**src/logic/dtp_pkg.sv**
```systemverilog
// Shared constants, mode enumeration and decode for the dual 8-bit timer pair
package dtp_pkg;
	// Counter geometry and values
	localparam int CNT_W = 8;
	localparam logic [7:0] CNT_RST = 8'h00;
	localparam logic [7:0] CNT_MAX = 8'hFF;
	localparam logic [7:0] CMP_DFLT = 8'h00;
	// Register selects on the register port
	localparam logic [2:0] SEL_CMP_A = 3'h0;
	localparam logic [2:0] SEL_CMP_B = 3'h1;
	localparam logic [2:0] SEL_HW_B = 3'h2;
	localparam logic [2:0] SEL_CNT_A = 3'h3;
	localparam logic [2:0] SEL_CNT_B = 3'h4;
	localparam logic [7:0] RD_UNMAPPED = 8'h00;
	// Mode bit patterns {mode_a_hi, mode_a_lo, mode_b_hi, mode_b_lo}
	localparam logic [3:0] MB_DISCRETE = 4'h0;
	localparam logic [3:0] MB_CASCADE = 4'h5;
	localparam logic [3:0] MB_CARRIER = 4'h3;
	localparam logic [3:0] MB_A_DISC_B_PWM = 4'h2;
	localparam logic [3:0] MB_BOTH_PWM = 4'hA;
	localparam logic [3:0] MB_A_PWM_B_DISC = 4'h8;

	// Decoded operating modes
	typedef enum logic [2:0] {
		MD_DISCRETE = 3'b000,
		MD_CASCADE = 3'b001,
		MD_CARRIER = 3'b010,
		MD_A_DISC_B_PWM = 3'b011,
		MD_BOTH_PWM = 3'b100,
		MD_A_PWM_B_DISC = 3'b101,
		MD_PROHIBITED = 3'b110
	} dtp_mode_e;

	// Map the four mode bits onto a mode; anything else is prohibited
	function automatic dtp_mode_e dtp_decode_mode(input logic [3:0] bits);
		case (bits)
			MB_DISCRETE: dtp_decode_mode = MD_DISCRETE;
			MB_CASCADE: dtp_decode_mode = MD_CASCADE;
			MB_CARRIER: dtp_decode_mode = MD_CARRIER;
			MB_A_DISC_B_PWM: dtp_decode_mode = MD_A_DISC_B_PWM;
			MB_BOTH_PWM: dtp_decode_mode = MD_BOTH_PWM;
			MB_A_PWM_B_DISC: dtp_decode_mode = MD_A_PWM_B_DISC;
			default: dtp_decode_mode = MD_PROHIBITED;
		endcase
	endfunction : dtp_decode_mode
endpackage : dtp_pkg

```
**src/logic/dtp_cnt_if.sv**
```systemverilog
// Control and count bundle between the timer core and one counter
`timescale 1ns/1ps
interface dtp_cnt_if #(parameter int W = 8) ();
	logic inc; // Advance by one
	logic clr; // Clear to zero, wins over inc
	logic [W-1:0] count; // Present count
	modport ctl (output inc, output clr, input count);
	modport cnt (input inc, input clr, output count);
endinterface : dtp_cnt_if

```
**src/logic/dtp_sync_edge.sv**
```systemverilog
// Two-stage synchroniser with rising and falling edge pulses
`timescale 1ns/1ps
module dtp_sync_edge (
	input wire logic clk_sys_in,
	input wire logic srst_in,
	input wire logic async_in,
	output logic rise_out,
	output logic fall_out
);
	// Whole state in one struct
	typedef struct packed {
		logic s1; // First stage, read only by s2
		logic s2; // Second stage, safe to use
		logic prev; // Last settled level
		logic rise; // One-cycle pulses
		logic fall;
	} dtp_edge_s;

	dtp_edge_s st_r;
	dtp_edge_s st_nxt;

	// Shift and compare settled levels only
	always_comb begin
		st_nxt = st_r;
		st_nxt.s1 = async_in;
		st_nxt.s2 = st_r.s1;
		st_nxt.prev = st_r.s2;
		st_nxt.rise = st_r.s2 && !st_r.prev;
		st_nxt.fall = !st_r.s2 && st_r.prev;
		if (srst_in) begin
			st_nxt = '0;
		end
	end

	// State register
	always_ff @(posedge clk_sys_in) begin
		st_r <= st_nxt;
	end

	assign rise_out = st_r.rise;
	assign fall_out = st_r.fall;
endmodule : dtp_sync_edge

```
**src/logic/dtp_counter.sv**
```systemverilog
// Plain up-counter with clear priority, driven through the counter bundle
`timescale 1ns/1ps
module dtp_counter #(
	parameter int W = 8
) (
	input wire logic clk_sys_in,
	input wire logic srst_in,
	dtp_cnt_if.cnt cif
);
	// Refuse a width the logic cannot hold
	if (W < 2) begin : g_chk
		$error("dtp_counter width must be at least two");
	end

	// Whole state in one struct
	typedef struct packed {
		logic [W-1:0] count;
	} dtp_cnt_s;

	dtp_cnt_s st_r;
	dtp_cnt_s st_nxt;

	// Clear beats increment; the max value wraps to zero on its own
	always_comb begin
		st_nxt = st_r;
		if (srst_in || cif.clr) begin
			st_nxt.count = '0;
		end else if (cif.inc) begin
			st_nxt.count = st_r.count + {{(W-1){1'b0}}, 1'b1};
		end
	end

	// State register
	always_ff @(posedge clk_sys_in) begin
		st_r <= st_nxt;
	end

	assign cif.count = st_r.count;
endmodule : dtp_counter

```
**src/logic/dtp_top.sv**
```systemverilog
// Dual 8-bit timer pair: modes, compare logic, outputs and register port
`timescale 1ns/1ps
module dtp_top (
	input wire logic clk_sys_in,
	input wire logic srst_in,
	input wire logic count_clk_a_in,
	input wire logic count_clk_b_in,
	input wire logic run_a_in,
	input wire logic run_b_in,
	input wire logic dual_edge_a_in,
	input wire logic mode_a_hi_in,
	input wire logic mode_a_lo_in,
	input wire logic mode_b_hi_in,
	input wire logic mode_b_lo_in,
	input wire logic out_en_a_in,
	input wire logic out_en_b0_in,
	input wire logic out_en_b1_in,
	input wire logic reg_wr_in,
	input wire logic reg_rd_in,
	input wire logic [2:0] reg_sel_in,
	input wire logic [dtp_pkg::CNT_W-1:0] reg_wdata_in,
	output logic [dtp_pkg::CNT_W-1:0] reg_rdata_out,
	output logic out_a_out,
	output logic out_b0_out,
	output logic out_b1_out,
	output logic irq_a_out,
	output logic irq_b_out
);
	import dtp_pkg::*;

	// Whole block state in one struct
	typedef struct packed {
		logic [CNT_W-1:0] cmp_a; // match_a
		logic [CNT_W-1:0] cmp_b; // match_b
		logic [CNT_W-1:0] hw_b; // high_width_b
		logic [CNT_W-1:0] rdata; // Read data latch
		logic tog_a; // Timer A output state, carrier gate
		logic tog_b; // Timer B output state, carrier phase
		logic pin_a; // Registered pins
		logic pin_b0;
		logic pin_b1;
		logic irq_a; // One-cycle requests
		logic irq_b;
	} dtp_top_s;

	dtp_top_s st_r;
	dtp_top_s st_nxt;

	// Counter bundles
	dtp_cnt_if #(.W(CNT_W)) cif_a ();
	dtp_cnt_if #(.W(CNT_W)) cif_b ();

	// Edge pulses from the count clock pins
	logic rise_a;
	logic fall_a;
	logic rise_b;

	// Mode and compare helpers
	dtp_mode_e mode;
	logic is_casc;
	logic is_carr;
	logic pwm_a;
	logic pwm_b;
	logic legal;
	logic run_a_eff;
	logic run_b_eff;
	logic tick_a;
	logic tick_b;
	logic eq_a;
	logic eq_b;
	logic eq_h;
	logic max_a;
	logic max_b;
	logic b_sig; // Timer B signal before pin routing

	// Pins are asynchronous, so each goes through a synchroniser
	dtp_sync_edge u_edge_a (
		.clk_sys_in(clk_sys_in),
		.srst_in(srst_in),
		.async_in(count_clk_a_in),
		.rise_out(rise_a),
		.fall_out(fall_a)
	);

	dtp_sync_edge u_edge_b (
		.clk_sys_in(clk_sys_in),
		.srst_in(srst_in),
		.async_in(count_clk_b_in),
		.rise_out(rise_b),
		.fall_out()
	);

	// Timer A counter
	dtp_counter #(.W(CNT_W)) u_cnt_a (
		.clk_sys_in(clk_sys_in),
		.srst_in(srst_in),
		.cif(cif_a.cnt)
	);

	// Timer B counter, also the event counter
	dtp_counter #(.W(CNT_W)) u_cnt_b (
		.clk_sys_in(clk_sys_in),
		.srst_in(srst_in),
		.cif(cif_b.cnt)
	);

	// Mode decode; a prohibited pattern holds both timers stopped
	assign mode = dtp_decode_mode({mode_a_hi_in, mode_a_lo_in, mode_b_hi_in, mode_b_lo_in});
	assign is_casc = (mode == MD_CASCADE);
	assign is_carr = (mode == MD_CARRIER);
	assign pwm_a = (mode == MD_BOTH_PWM) || (mode == MD_A_PWM_B_DISC);
	assign pwm_b = (mode == MD_BOTH_PWM) || (mode == MD_A_DISC_B_PWM);
	assign legal = (mode != MD_PROHIBITED);

	// In cascade only run_b counts; run_a is ignored
	assign run_a_eff = legal && (is_casc ? run_b_in : run_a_in);
	assign run_b_eff = legal && run_b_in;

	// Falling edges count only for A in PWM
	assign tick_a = rise_a || (pwm_a && dual_edge_a_in && fall_a);
	assign tick_b = rise_b;

	// Continuous comparators
	assign eq_a = (cif_a.count == st_r.cmp_a);
	assign eq_b = (cif_b.count == st_r.cmp_b);
	assign eq_h = (cif_b.count == st_r.hw_b);
	assign max_a = (cif_a.count == CNT_MAX);
	assign max_b = (cif_b.count == CNT_MAX);

	// Next state: counting, toggles, pins, registers
	always_comb begin
		st_nxt = st_r;
		cif_a.inc = 1'b0;
		cif_a.clr = 1'b0;
		cif_b.inc = 1'b0;
		cif_b.clr = 1'b0;
		st_nxt.irq_a = 1'b0;
		st_nxt.irq_b = 1'b0;
		b_sig = 1'b0;

		// Timer A, and the joint counter in cascade
		if (!run_a_eff) begin
			// Stop clears the count and parks the output low
			cif_a.clr = 1'b1;
			st_nxt.tog_a = 1'b0;
		end else if (is_casc) begin
			if (tick_b) begin
				if (eq_a && eq_b) begin
					// Joint match clears both, only irq_b fires
					cif_a.clr = 1'b1;
					cif_b.clr = 1'b1;
					st_nxt.irq_b = 1'b1;
					st_nxt.tog_b = !st_r.tog_b;
				end else begin
					// B carry clocks A; joint overflow wraps both to zero
					cif_b.inc = 1'b1;
					cif_a.inc = max_b;
				end
			end
		end else if (tick_a) begin
			if (eq_a) begin
				// Match clears in every non-cascade mode
				cif_a.clr = 1'b1;
				st_nxt.irq_a = 1'b1;
				st_nxt.tog_a = !st_r.tog_a;
			end else if (max_a) begin
				// Overflow clears; in PWM it also toggles
				cif_a.clr = 1'b1;
				if (pwm_a) begin
					st_nxt.tog_a = !st_r.tog_a;
				end
			end else begin
				cif_a.inc = 1'b1;
			end
		end

		// Timer B: stop in every mode, counting outside cascade
		if (!run_b_eff) begin
			cif_b.clr = 1'b1;
			st_nxt.tog_b = 1'b0;
		end else if (!is_casc && tick_b) begin
			if (is_carr) begin
				// Low phase ends on match_b, high phase on high_width_b
				if ((!st_r.tog_b && eq_b) || (st_r.tog_b && eq_h)) begin
					cif_b.clr = 1'b1;
					st_nxt.tog_b = !st_r.tog_b;
				end else if (max_b) begin
					cif_b.clr = 1'b1;
				end else begin
					cif_b.inc = 1'b1;
				end
				st_nxt.irq_b = eq_b;
			end else if (pwm_b) begin
				if (eq_h) begin
					// Width compare ends the high level and the period
					cif_b.clr = 1'b1;
					st_nxt.tog_b = 1'b0;
				end else if (max_b) begin
					cif_b.clr = 1'b1;
					st_nxt.tog_b = 1'b0;
				end else begin
					cif_b.inc = 1'b1;
					if (eq_b) begin
						st_nxt.tog_b = 1'b1;
						st_nxt.irq_b = 1'b1;
					end
				end
			end else begin
				if (eq_b) begin
					cif_b.clr = 1'b1;
					st_nxt.irq_b = 1'b1;
					st_nxt.tog_b = !st_r.tog_b;
				end else if (max_b) begin
					cif_b.clr = 1'b1;
				end else begin
					cif_b.inc = 1'b1;
				end
			end
		end

		// Carrier is gated by timer A's output state
		b_sig = is_carr ? (st_nxt.tog_b && st_nxt.tog_a) : st_nxt.tog_b;

		// Pins registered so the outputs come straight from flops
		st_nxt.pin_a = out_en_a_in && st_nxt.tog_a;
		st_nxt.pin_b0 = out_en_b0_in && b_sig;
		st_nxt.pin_b1 = out_en_b1_in && b_sig;

		// Byte writes to compare registers; counters are read-only
		if (reg_wr_in) begin
			case (reg_sel_in)
				SEL_CMP_A: st_nxt.cmp_a = reg_wdata_in;
				SEL_CMP_B: st_nxt.cmp_b = reg_wdata_in;
				SEL_HW_B: st_nxt.hw_b = reg_wdata_in;
				default: st_nxt.cmp_a = st_r.cmp_a;
			endcase
		end

		// Byte reads latch one cycle after the strobe
		if (reg_rd_in) begin
			case (reg_sel_in)
				SEL_CMP_A: st_nxt.rdata = st_r.cmp_a;
				SEL_CMP_B: st_nxt.rdata = st_r.cmp_b;
				SEL_HW_B: st_nxt.rdata = st_r.hw_b;
				SEL_CNT_A: st_nxt.rdata = cif_a.count;
				SEL_CNT_B: st_nxt.rdata = cif_b.count;
				default: st_nxt.rdata = RD_UNMAPPED;
			endcase
		end

		// Reset clears all but the compare registers, which keep whatever they hold
		if (srst_in) begin
			st_nxt = '0;
			st_nxt.cmp_a = st_r.cmp_a;
			st_nxt.cmp_b = st_r.cmp_b;
			st_nxt.hw_b = st_r.hw_b;
		end
	end

	// State register
	always_ff @(posedge clk_sys_in) begin
		st_r <= st_nxt;
	end

	// Outputs
	assign reg_rdata_out = st_r.rdata;
	assign out_a_out = st_r.pin_a;
	assign out_b0_out = st_r.pin_b0;
	assign out_b1_out = st_r.pin_b1;
	assign irq_a_out = st_r.irq_a;
	assign irq_b_out = st_r.irq_b;

	// Cascade never raises irq_a
	property p_casc_no_irq_a;
		@(posedge clk_sys_in) disable iff (srst_in)
		(is_casc && $past(is_casc)) |-> !irq_a_out;
	endproperty
	a_casc_no_irq_a: assert property (p_casc_no_irq_a) else $error("irq_a in cascade");

	// A stopped timer reads zero next cycle
	property p_stop_clears;
		@(posedge clk_sys_in) disable iff (srst_in)
		!run_a_eff |=> (cif_a.count == CNT_RST);
	endproperty
	a_stop_clears: assert property (p_stop_clears) else $error("count_a not cleared");

	// Discrete match on B raises irq_b and clears B
	property p_irq_b_match;
		@(posedge clk_sys_in) disable iff (srst_in)
		(mode == MD_DISCRETE && run_b_eff && tick_b && eq_b)
			|=> (irq_b_out && cif_b.count == CNT_RST);
	endproperty
	a_irq_b_match: assert property (p_irq_b_match) else $error("irq_b missing");

	// Match on A outside cascade raises irq_a
	property p_irq_a_match;
		@(posedge clk_sys_in) disable iff (srst_in)
		(!is_casc && run_a_eff && tick_a && eq_a) |=> irq_a_out;
	endproperty
	a_irq_a_match: assert property (p_irq_a_match) else $error("irq_a missing");

	// Joint match in cascade clears both counters
	property p_casc_clear;
		@(posedge clk_sys_in) disable iff (srst_in)
		(is_casc && run_b_eff && tick_b && eq_a && eq_b)
			|=> (cif_a.count == CNT_RST && cif_b.count == CNT_RST && irq_b_out);
	endproperty
	a_casc_clear: assert property (p_casc_clear) else $error("cascade clear failed");

	// A running discrete count steps by exactly one
	property p_count_step;
		@(posedge clk_sys_in) disable iff (srst_in)
		(mode == MD_DISCRETE && run_a_eff && tick_a && !eq_a && !max_a)
			|=> (cif_a.count == $past(cif_a.count) + 8'h01);
	endproperty
	a_count_step: assert property (p_count_step) else $error("count_a step wrong");

	// Reset zeroes both counters
	property p_reset_zero;
		@(posedge clk_sys_in)
		srst_in |=> (cif_a.count == CNT_RST && cif_b.count == CNT_RST);
	endproperty
	a_reset_zero: assert property (p_reset_zero) else $error("counters not zero");

	// A disabled pin stays low
	property p_pin_gate;
		@(posedge clk_sys_in) disable iff (srst_in)
		!out_en_b0_in |=> !out_b0_out;
	endproperty
	a_pin_gate: assert property (p_pin_gate) else $error("out_b0 driven");

	// Width match in B PWM drops the output
	property p_pwm_b_low;
		@(posedge clk_sys_in) disable iff (srst_in)
		(pwm_b && run_b_eff && tick_b && eq_h) |=> !st_r.tog_b ##1 (!out_b0_out && !out_b1_out);
	endproperty
	a_pwm_b_low: assert property (p_pwm_b_low) else $error("pwm high not ended");

	// Falling edge alone does not count in discrete mode
	property p_rise_only;
		@(posedge clk_sys_in) disable iff (srst_in)
		(mode == MD_DISCRETE && run_a_eff && fall_a && !rise_a)
			|=> (cif_a.count == $past(cif_a.count));
	endproperty
	a_rise_only: assert property (p_rise_only) else $error("count on falling edge");
endmodule : dtp_top

```
**config.mk**
```make
export PLATFORM = sky130hd
export DESIGN_NAME = dtp_top
export DESIGN_NICKNAME = d
export VERILOG_FILES = /design/src/logic/dtp_pkg.sv /design/src/logic/dtp_cnt_if.sv /design/src/logic/dtp_sync_edge.sv /design/src/logic/dtp_counter.sv /design/src/logic/dtp_top.sv
export SDC_FILE = /design/constraint.sdc
export NUM_CORES = 1
export LEC_CHECK = 0
export BUFFER_PORTS_ARGS = -buffer_cell sky130_fd_sc_hd__buf_2
export CAP_MARGIN = 10
export CELL_PAD_IN_SITES_DETAIL_PLACEMENT = 1
export CELL_PAD_IN_SITES_GLOBAL_PLACEMENT = 1
export CORE_ASPECT_RATIO = 2
export CORE_MARGIN = 5
export CORE_UTILIZATION = 49
export DETAILED_ROUTE_END_ITERATION = 10
export PLACE_DENSITY_LB_ADDON = 0.1
export SETUP_SLACK_MARGIN = 0.5
export SYNTH_ARGS = -nofsm -noshare
export SYNTH_HDL_FRONTEND = slang
export SYNTH_SLANG_ARGS = --single-unit
```
**constraint.sdc**
```tcl
create_clock -name clk_sys_in -period 4.4 [get_ports clk_sys_in]
set_input_delay 0 -clock clk_sys_in [delete_from_list [all_inputs] [get_ports clk_sys_in]]
set_output_delay 0 -clock clk_sys_in [all_outputs]
set_load 0.02 [all_outputs]
```
* After elaboration in Yosys (flattened, before gate mapping) *
Cells that the tools add are included.

word-level totals
  register bits = 64
  input port bits = 27
  output and inout bits = 13
  word-level logic and storage cells = 148

cells by class
  add/subtract/negate cells = 2
  equal/unequal tests = 20
  mux-type cells = 68
  bitwise logic cells = 3
  reductions and logical operators = 33

operator list
  operator                                             count
  two-way mux 1 bit                                    66
  one-hot mux 8 bit (5 select lines)                   1
  equality test 8 bit                                  3
  one-hot mux 3 bit (6 select lines)                   1
  adder 8 x 1 -> 8 bit, second input constant          2
  equality test 8 bit, second input constant           2
  logical AND 1 bit                                    15
  equality test 3 x 2 -> 1 bit, second input constant  4
  equality test 3 bit, second input constant           3
  AND reduction 3 bit                                  3
  equality test 4 x 2 -> 1 bit, second input constant  2
  equality test 4 bit, second input constant           2
  equality test 3 x 1 -> 1 bit, second input constant  2
  zero test 1 bit                                      6
  logical OR 1 bit                                     6
  equality test 4 x 3 -> 1 bit, second input constant  1
  zero test 4 bit                                      1
  OR reduction 4 bit                                   1
  zero test 3 bit                                      1
  != test 3 bit, second input constant                 1
  inverter 1 bit                                       3

* Logic depth before layout (Yosys ltp) *
  depth in word-level cells = 16
  gate-level depth with buffers = 8
  mapped depth without buffers = 7

* Cells and area by module *
From an unflattened synthesis, not the netlist that was laid out.

unflattened totals
  cells, all modules = 332
  area, all modules = 3265.6 sq um

by module, submodules not included
  module         times used  cells an instance  area an instance (sq um)  sequential area each (sq um)
  dtp_top        1           236                2307.2                    1021.0
  dtp_counter    2           38                 345.3                     160.2
  dtp_sync_edge  2           10                 133.9                     100.1

* Worst setup path before layout *
No wires, ideal clock.

  path type = register to register
  start point = reg st_r[38] (netlist name)
  end point = reg u_cnt_a.st_r, in the netlist u_cnt_a.cif.count[1]
  setup time = 133 ps
  data arrival time = 1772 ps
  required time = 4267 ps
  path slack = 2496 ps
  stages on the path, launching flop included = 8
  path buffers = 1
  clock period less this slack = 1904 ps
  cells stage by stage = edfxtp_1 xor2_1 nor4_4 nand4_1 a22oi_2 buf_2 mux2i_1 nor2_1

on the way
  cells in the longest elaborated chain, start to end = 7
  elaborated cells on any way between the ends = 15
  those cells by class = 1 x eq/ne; 12 x mux; 2 x reduce/logical

RTL lines
  element                   RTL line           source
  start: declaration        dtp_top.sv:46      dtp_top_s st_r;
  start signal: assignment  dtp_top.sv:262     st_r <= st_nxt;
  equality test 8 bit *     dtp_top.sv:124     assign eq_a = (cif_a.count == st_r.cmp_a);
  logical AND 1 bit         dtp_top.sv:148     if (eq_a && eq_b) begin
  two-way mux 1 bit         dtp_top.sv:148
  two-way mux 1 bit         dtp_top.sv:147     if (tick_b) begin
  two-way mux 1 bit         dtp_top.sv:146     end else if (is_casc) begin
  two-way mux 1 bit         dtp_top.sv:142     if (!run_a_eff) begin
  logical OR 1 bit          dtp_counter.sv:26  if (srst_in || cif.clr) begin
  end signal: assignment    dtp_counter.sv:35  st_r <= st_nxt;
  end: declaration          dtp_counter.sv:20  dtp_cnt_s st_r;

Mark *: on every way between the ends. The rest lies on a longest branch, timed or not.
A chain may end at the register's enable or synchronous reset.

* Worst setup path in the final report *
  start point = reg u_cnt_a.st_r, in the netlist u_cnt_a.cif.count[4]
  end point = reg u_cnt_a.st_r, in the netlist u_cnt_a.cif.count[1]

on the way
  cells in the longest elaborated chain, start to end = 7
  elaborated cells on any way between the ends = 18
  those cells by class = 2 x eq/ne; 14 x mux; 2 x reduce/logical

RTL lines
  element                                                        RTL line
  equality test 8 bit (on tied branches)                         dtp_top.sv:127, dtp_top.sv:124
  two-way mux 1 bit / logical AND 1 bit (equally long branches)  dtp_top.sv:166, dtp_top.sv:148
  two-way mux 1 bit (on tied branches)                           dtp_top.sv:161, dtp_top.sv:148
  two-way mux 1 bit (on tied branches)                           dtp_top.sv:160, dtp_top.sv:147
  two-way mux 1 bit                                              dtp_top.sv:146
  two-way mux 1 bit                                              dtp_top.sv:142
  logical OR 1 bit                                               dtp_counter.sv:26

Several ways; a longest one is shown, not always the timed one.

==> out/qor.csv <==
stage,metric,value,unit
finish,layout_fillers,812,
clock_network,numCtsBuffers,9,
floorplan,chipWidth,69.1,um
setup_path,crit_required,4590,ps
synth,ys_seq_elements,64,
synth,synth_cells,348,
timing,timing_hold_violations_final,0,
clock_network,numClockSinks,64,
clock_network,post_cts_repair_setup_buffers,0,
clock_network,ctsRootBufferMaster,sky130_fd_sc_hd__clkbuf_16,
synth,yosys.area.top_type_share,23.4,%
setup_path,worstSetupEndpointType,register,
floorplan,initial_utilization,49.7,%
clock_network,worstSkewPairLatency,330,ps
timing,finalCriticalPeriod,2250,ps
synth,yosysSeqAreaShare,44.4,%
detailed_routing,initialDrtViolationCount,173,
clock_network,tritoncts_clock_tree,yes,
min_path,number_of_cells_traversed_by_the_worst_hold_path,4,
global_route,grt.overflow.total,0,
detailed_routing,drt-wirelength-per-cell,19.5,um
detailed_routing,final_antenna_net_count,0,
global_route,grt_pass1_vias,2966,
synth,syn_nets,377,
clock_network,cts.repair.resized,0,
setup_path,critical_path_arrival,2440,ps
flow_run,max_cap_violations,0,
min_path,min_to,reg_rdata_out[1],
place,placement.io_buffers,39,
synth,synth_top_area_cell,sky130_fd_sc_hd__dfxtp_1,
setup_path,path_cells,xor2_1 -> nor4_4 -> nand4_1 -> a22oi_2 -> mux2i_1 -> nor2_1,
synth,synth_area_per_cell,9.84,um2
finish,syn_to_final_growth,16.7,%
place,dpl.hpwl,6.96,mm
finish,insertedDiodeCount,0,
detailed_routing,detail_route.vias_per_cell,5.94,
power,totalPowerFinal,0.00143,W
floorplan,die_h,128,um
synth,dominantRegCellSynth,sky130_fd_sc_hd__dfxtp_1,
clock_network,clock_path_buffers,2,
synth,synth_top_cells_by_area,"sky130_fd_sc_hd__dfxtp_1 (23%), sky130_fd_sc_hd__edfxtp_1 (21%), sky130_fd_sc_hd__a21oi_1 (4.7%)",
timing,fin_skew,6.37,ps
synth,synth_async_sr_flop_share,0,%
floorplan,fp.coreArea,6890,um2
synth,synth-edff-count,24,
min_path,worstHoldPathType,input port to register,
status,run_status,finished clean,
finish,final_layout_size_suffix_gt1_share,16.2,%
setup_path,timing.critical_path.max_delay_family,simple AND/OR/NAND/NOR gates,
timing,tightest_slew,1240,ps
setup_path,startpoint_type,register,
floorplan,design.die.area,8860,um2
timing,report.final.slew_viol_count,0,
detailed_routing,wl,9.36,mm
power,power_leakage,1.41,nW
detailed_routing,via_count,2849,
timing,rsz0062_at_grt,no,
setup_path,path_depth_of_the_worst_reg2reg_path,6,
synth,synth.yosys.warnings,0,
global_route,largest_net_degree_at_the_start_of_global_routing,23,
setup_path,ff_to_ff_setup_slack,2150,ps
timing,max_slew_margin,17.3,%
timing,timing.final.crit_share,51.1,%
min_path,min_from,reg_rd_in,
setup_path,critical_path.reg2reg.endpoint,u_cnt_a.cif.count[1],
synth,post_synth_num_cell_types,60,
clock_network,h-tree-depth,3,
timing,totalNegativeSetupSlack,0,ps
detailed_routing,route.detailed.drc,0,
power,cellPowerDensity,357,nW/um2
timing,achievable-frequency,445,MHz
setup_path,worst-path-max-fanout,14,
global_route,grt_antenna_before_repair,0,
setup_path,crit_buf_inv,0,
setup_path,worstReg2RegStart,u_cnt_a.cif.count[4],
place,gp_congestion,0.925,
floorplan,fp-row-count,43,
timing,finalSetupViolations,0,
detailed_routing,drt_first_pass_iters,6,
power,worst_ir_drop_vdd,0.000321,V
global_route,grt_first_pass_wirelength,15.1,mm
setup_path,setup.worst_path.class,register to register,
setup_path,slowest_stage,sky130_fd_sc_hd__a22oi_2,
synth,netlist_area,3420,um2
global_route,aggregate_global_route_resource_usage,22.3,%
floorplan,design.portCount,40,
finish,num-nets-final,414,
clock_network,cts.clk_slew.worst_paths,50,ps
setup_path,slowest_delay,550,ps
kinds of logic (layout without fill, tap and decap cells):
kind of cell,Yosys count,count (layout),synth area share (%)
adders and majority gates,2,2,0.731
xor gates and xnor gates,28,28,7.16
muxes,17,17,5.04
and+or+nand+nor,119,119,20.8
buffers and inverters,32,74,5.37
DFF,64,64,44.4
AOI/OAI and AO/OA,86,86,16.5
metrics by stage:
step | std cells | hold WS (ps) | instance area [um2] | util, % | worst slack (ps)
final | 480 | 91.8 | 4000 | 58.0 | 2150
after global routing | 480 | 116 | 4000 | 58.0 | 1830
after CTS | 480 | 94.2 | 4000 | 58.0 | 2120
after detailed placement | 451 | 203 | 3570 | 51.9 | 2130
after global placement | 451 | 197 | 3570 | 51.9 | 2190
after floorplan | 348 | 79.1 | 3420 | - | 2500
routing by layer:
layer,track usage [%],up-vias,part of all wire [%]
li1,-,1358,-
met1,19.9,1408,34
met2,44.5,59,58
met3,4.63,24,3.0
met4,12.7,0,4.8
met5,0,-,0
layout make-up:
| class | instances | area [um2] | area share [%] |
|---|---|---|---|
| clock inverters | 2 | 11.3 | 0.282 |
| clock buffers | 14 | 285 | 7.14 |
| well taps | 90 | 113 | 2.82 |
| inverters | 6 | 22.5 | 0.563 |
| repair buffers | 52 | 325 | 8.14 |
| flip-flops and latches | 64 | 1520 | 38.1 |
| multi-input cells | 252 | 1720 | 43.0 |
cell usage after synthesis, types with 8 or more instances:
library cell	count
sky130_fd_sc_hd__xnor2_1	18
sky130_fd_sc_hd__o21ai_0	11
sky130_fd_sc_hd__edfxtp_1	24
sky130_fd_sc_hd__xor2_1	10
sky130_fd_sc_hd__nor2_1	26
sky130_fd_sc_hd__o22ai_1	8
sky130_fd_sc_hd__nor2b_1	20
sky130_fd_sc_hd__nand3_1	8
sky130_fd_sc_hd__buf_4	9
sky130_fd_sc_hd__a21oi_1	32
sky130_fd_sc_hd__mux2i_1	15
sky130_fd_sc_hd__nand2_1	10
sky130_fd_sc_hd__nand4_1	9
sky130_fd_sc_hd__dfxtp_1	40
sky130_fd_sc_hd__nor3_1	8
power by group:
group	total, W	switching (W)	internal, W
sequential	0.000631	0.00000624	0.000624
clock	0.000699	0.000254	0.000446
combinational	0.0000957	0.0000556	0.0000400
total	0.00143	0.000315	0.00111
cell usage in the layout, fill, tap and decap left out, types with 2 or more instances in the layout:
cell type                       instances
sky130_fd_sc_hd__dfxtp_1               40
sky130_fd_sc_hd__o31ai_1                2
sky130_fd_sc_hd__a211oi_1               3
sky130_fd_sc_hd__a21oi_1               32
sky130_fd_sc_hd__edfxtp_1              24
sky130_fd_sc_hd__clkbuf_16             10
sky130_fd_sc_hd__o2111ai_1              2
sky130_fd_sc_hd__o21ai_0               11
sky130_fd_sc_hd__or3_1                  7
sky130_fd_sc_hd__nand2_1               10
sky130_fd_sc_hd__clkbuf_1               2
sky130_fd_sc_hd__nand2b_1               4
sky130_fd_sc_hd__buf_2                 39
sky130_fd_sc_hd__clkbuf_8               2
sky130_fd_sc_hd__nand3_1                8
sky130_fd_sc_hd__nor4_4                 2
sky130_fd_sc_hd__a2111oi_0              2
sky130_fd_sc_hd__a22oi_1                3
sky130_fd_sc_hd__mux2i_1               15
sky130_fd_sc_hd__nor3_1                 8
sky130_fd_sc_hd__and2_1                 3
sky130_fd_sc_hd__o22ai_1                8
sky130_fd_sc_hd__xnor2_1               18
sky130_fd_sc_hd__nor2_1                26
sky130_fd_sc_hd__inv_1                  6
sky130_fd_sc_hd__nor2b_1               20
sky130_fd_sc_hd__nor4_1                 2
sky130_fd_sc_hd__or4_1                  2
sky130_fd_sc_hd__nand4_1                9
sky130_fd_sc_hd__o211a_1                3
sky130_fd_sc_hd__xor2_1                10
sky130_fd_sc_hd__o21a_1                 3
sky130_fd_sc_hd__dlygate4sd3_1         13
sky130_fd_sc_hd__nand4b_1               3
sky130_fd_sc_hd__o211ai_1               3
sky130_fd_sc_hd__nor3b_1                4
sky130_fd_sc_hd__ha_1                   2
sky130_fd_sc_hd__and4_1                 4
sky130_fd_sc_hd__mux2_2                 2
flip-flops by register name, indices dropped and copies added (netlist names):
name and flops:
u_edge_a.rise_out 1, u_edge_b.st_r 3, irq_a_out 1, out_a_out 1, u_edge_a.st_r 3, st_r 26
irq_b_out 1, reg_rdata_out 8, u_cnt_a.cif.count 8, out_b0_out 1, out_b1_out 1, u_edge_b.rise_out 1
u_cnt_b.cif.count 8, u_edge_a.fall_out 1
worst register-to-register path: stages (launching register included):
cell	delay, ps
sky130_fd_sc_hd__dfxtp_1	470
sky130_fd_sc_hd__xor2_1	150
sky130_fd_sc_hd__nor4_4	420
sky130_fd_sc_hd__nand4_1	210
sky130_fd_sc_hd__a22oi_2	550
sky130_fd_sc_hd__mux2i_1	260
sky130_fd_sc_hd__nor2_1	60
worst max-delay path by stage:
stage	from	end	slack [ps]	cells past startpoint
finish	u_cnt_a.cif.count[4]	u_cnt_a.cif.count[1]	2150	6
CTS	u_cnt_b.cif.count[0]	u_cnt_b.cif.count[0]	2120	6
global placement	u_cnt_a.cif.count[2]	u_cnt_a.cif.count[1]	2190	6
floorplan	st_r[38]	u_cnt_a.cif.count[1]	2500	7
global route	u_cnt_a.cif.count[2]	u_cnt_a.cif.count[4]	1830	6
detailed placement	u_cnt_b.cif.count[2]	u_cnt_b.cif.count[0]	2130	6
repair_timing:
| item | 4_1_cts | 5_1_grt |
|---|---|---|
| endpoints found under the hold margin | 29 | 0 |
| hold buffers | 13 | 0 |
| endpoints found under the setup margin | 0 | 0 |
Power figures use the tool's default switching activity.
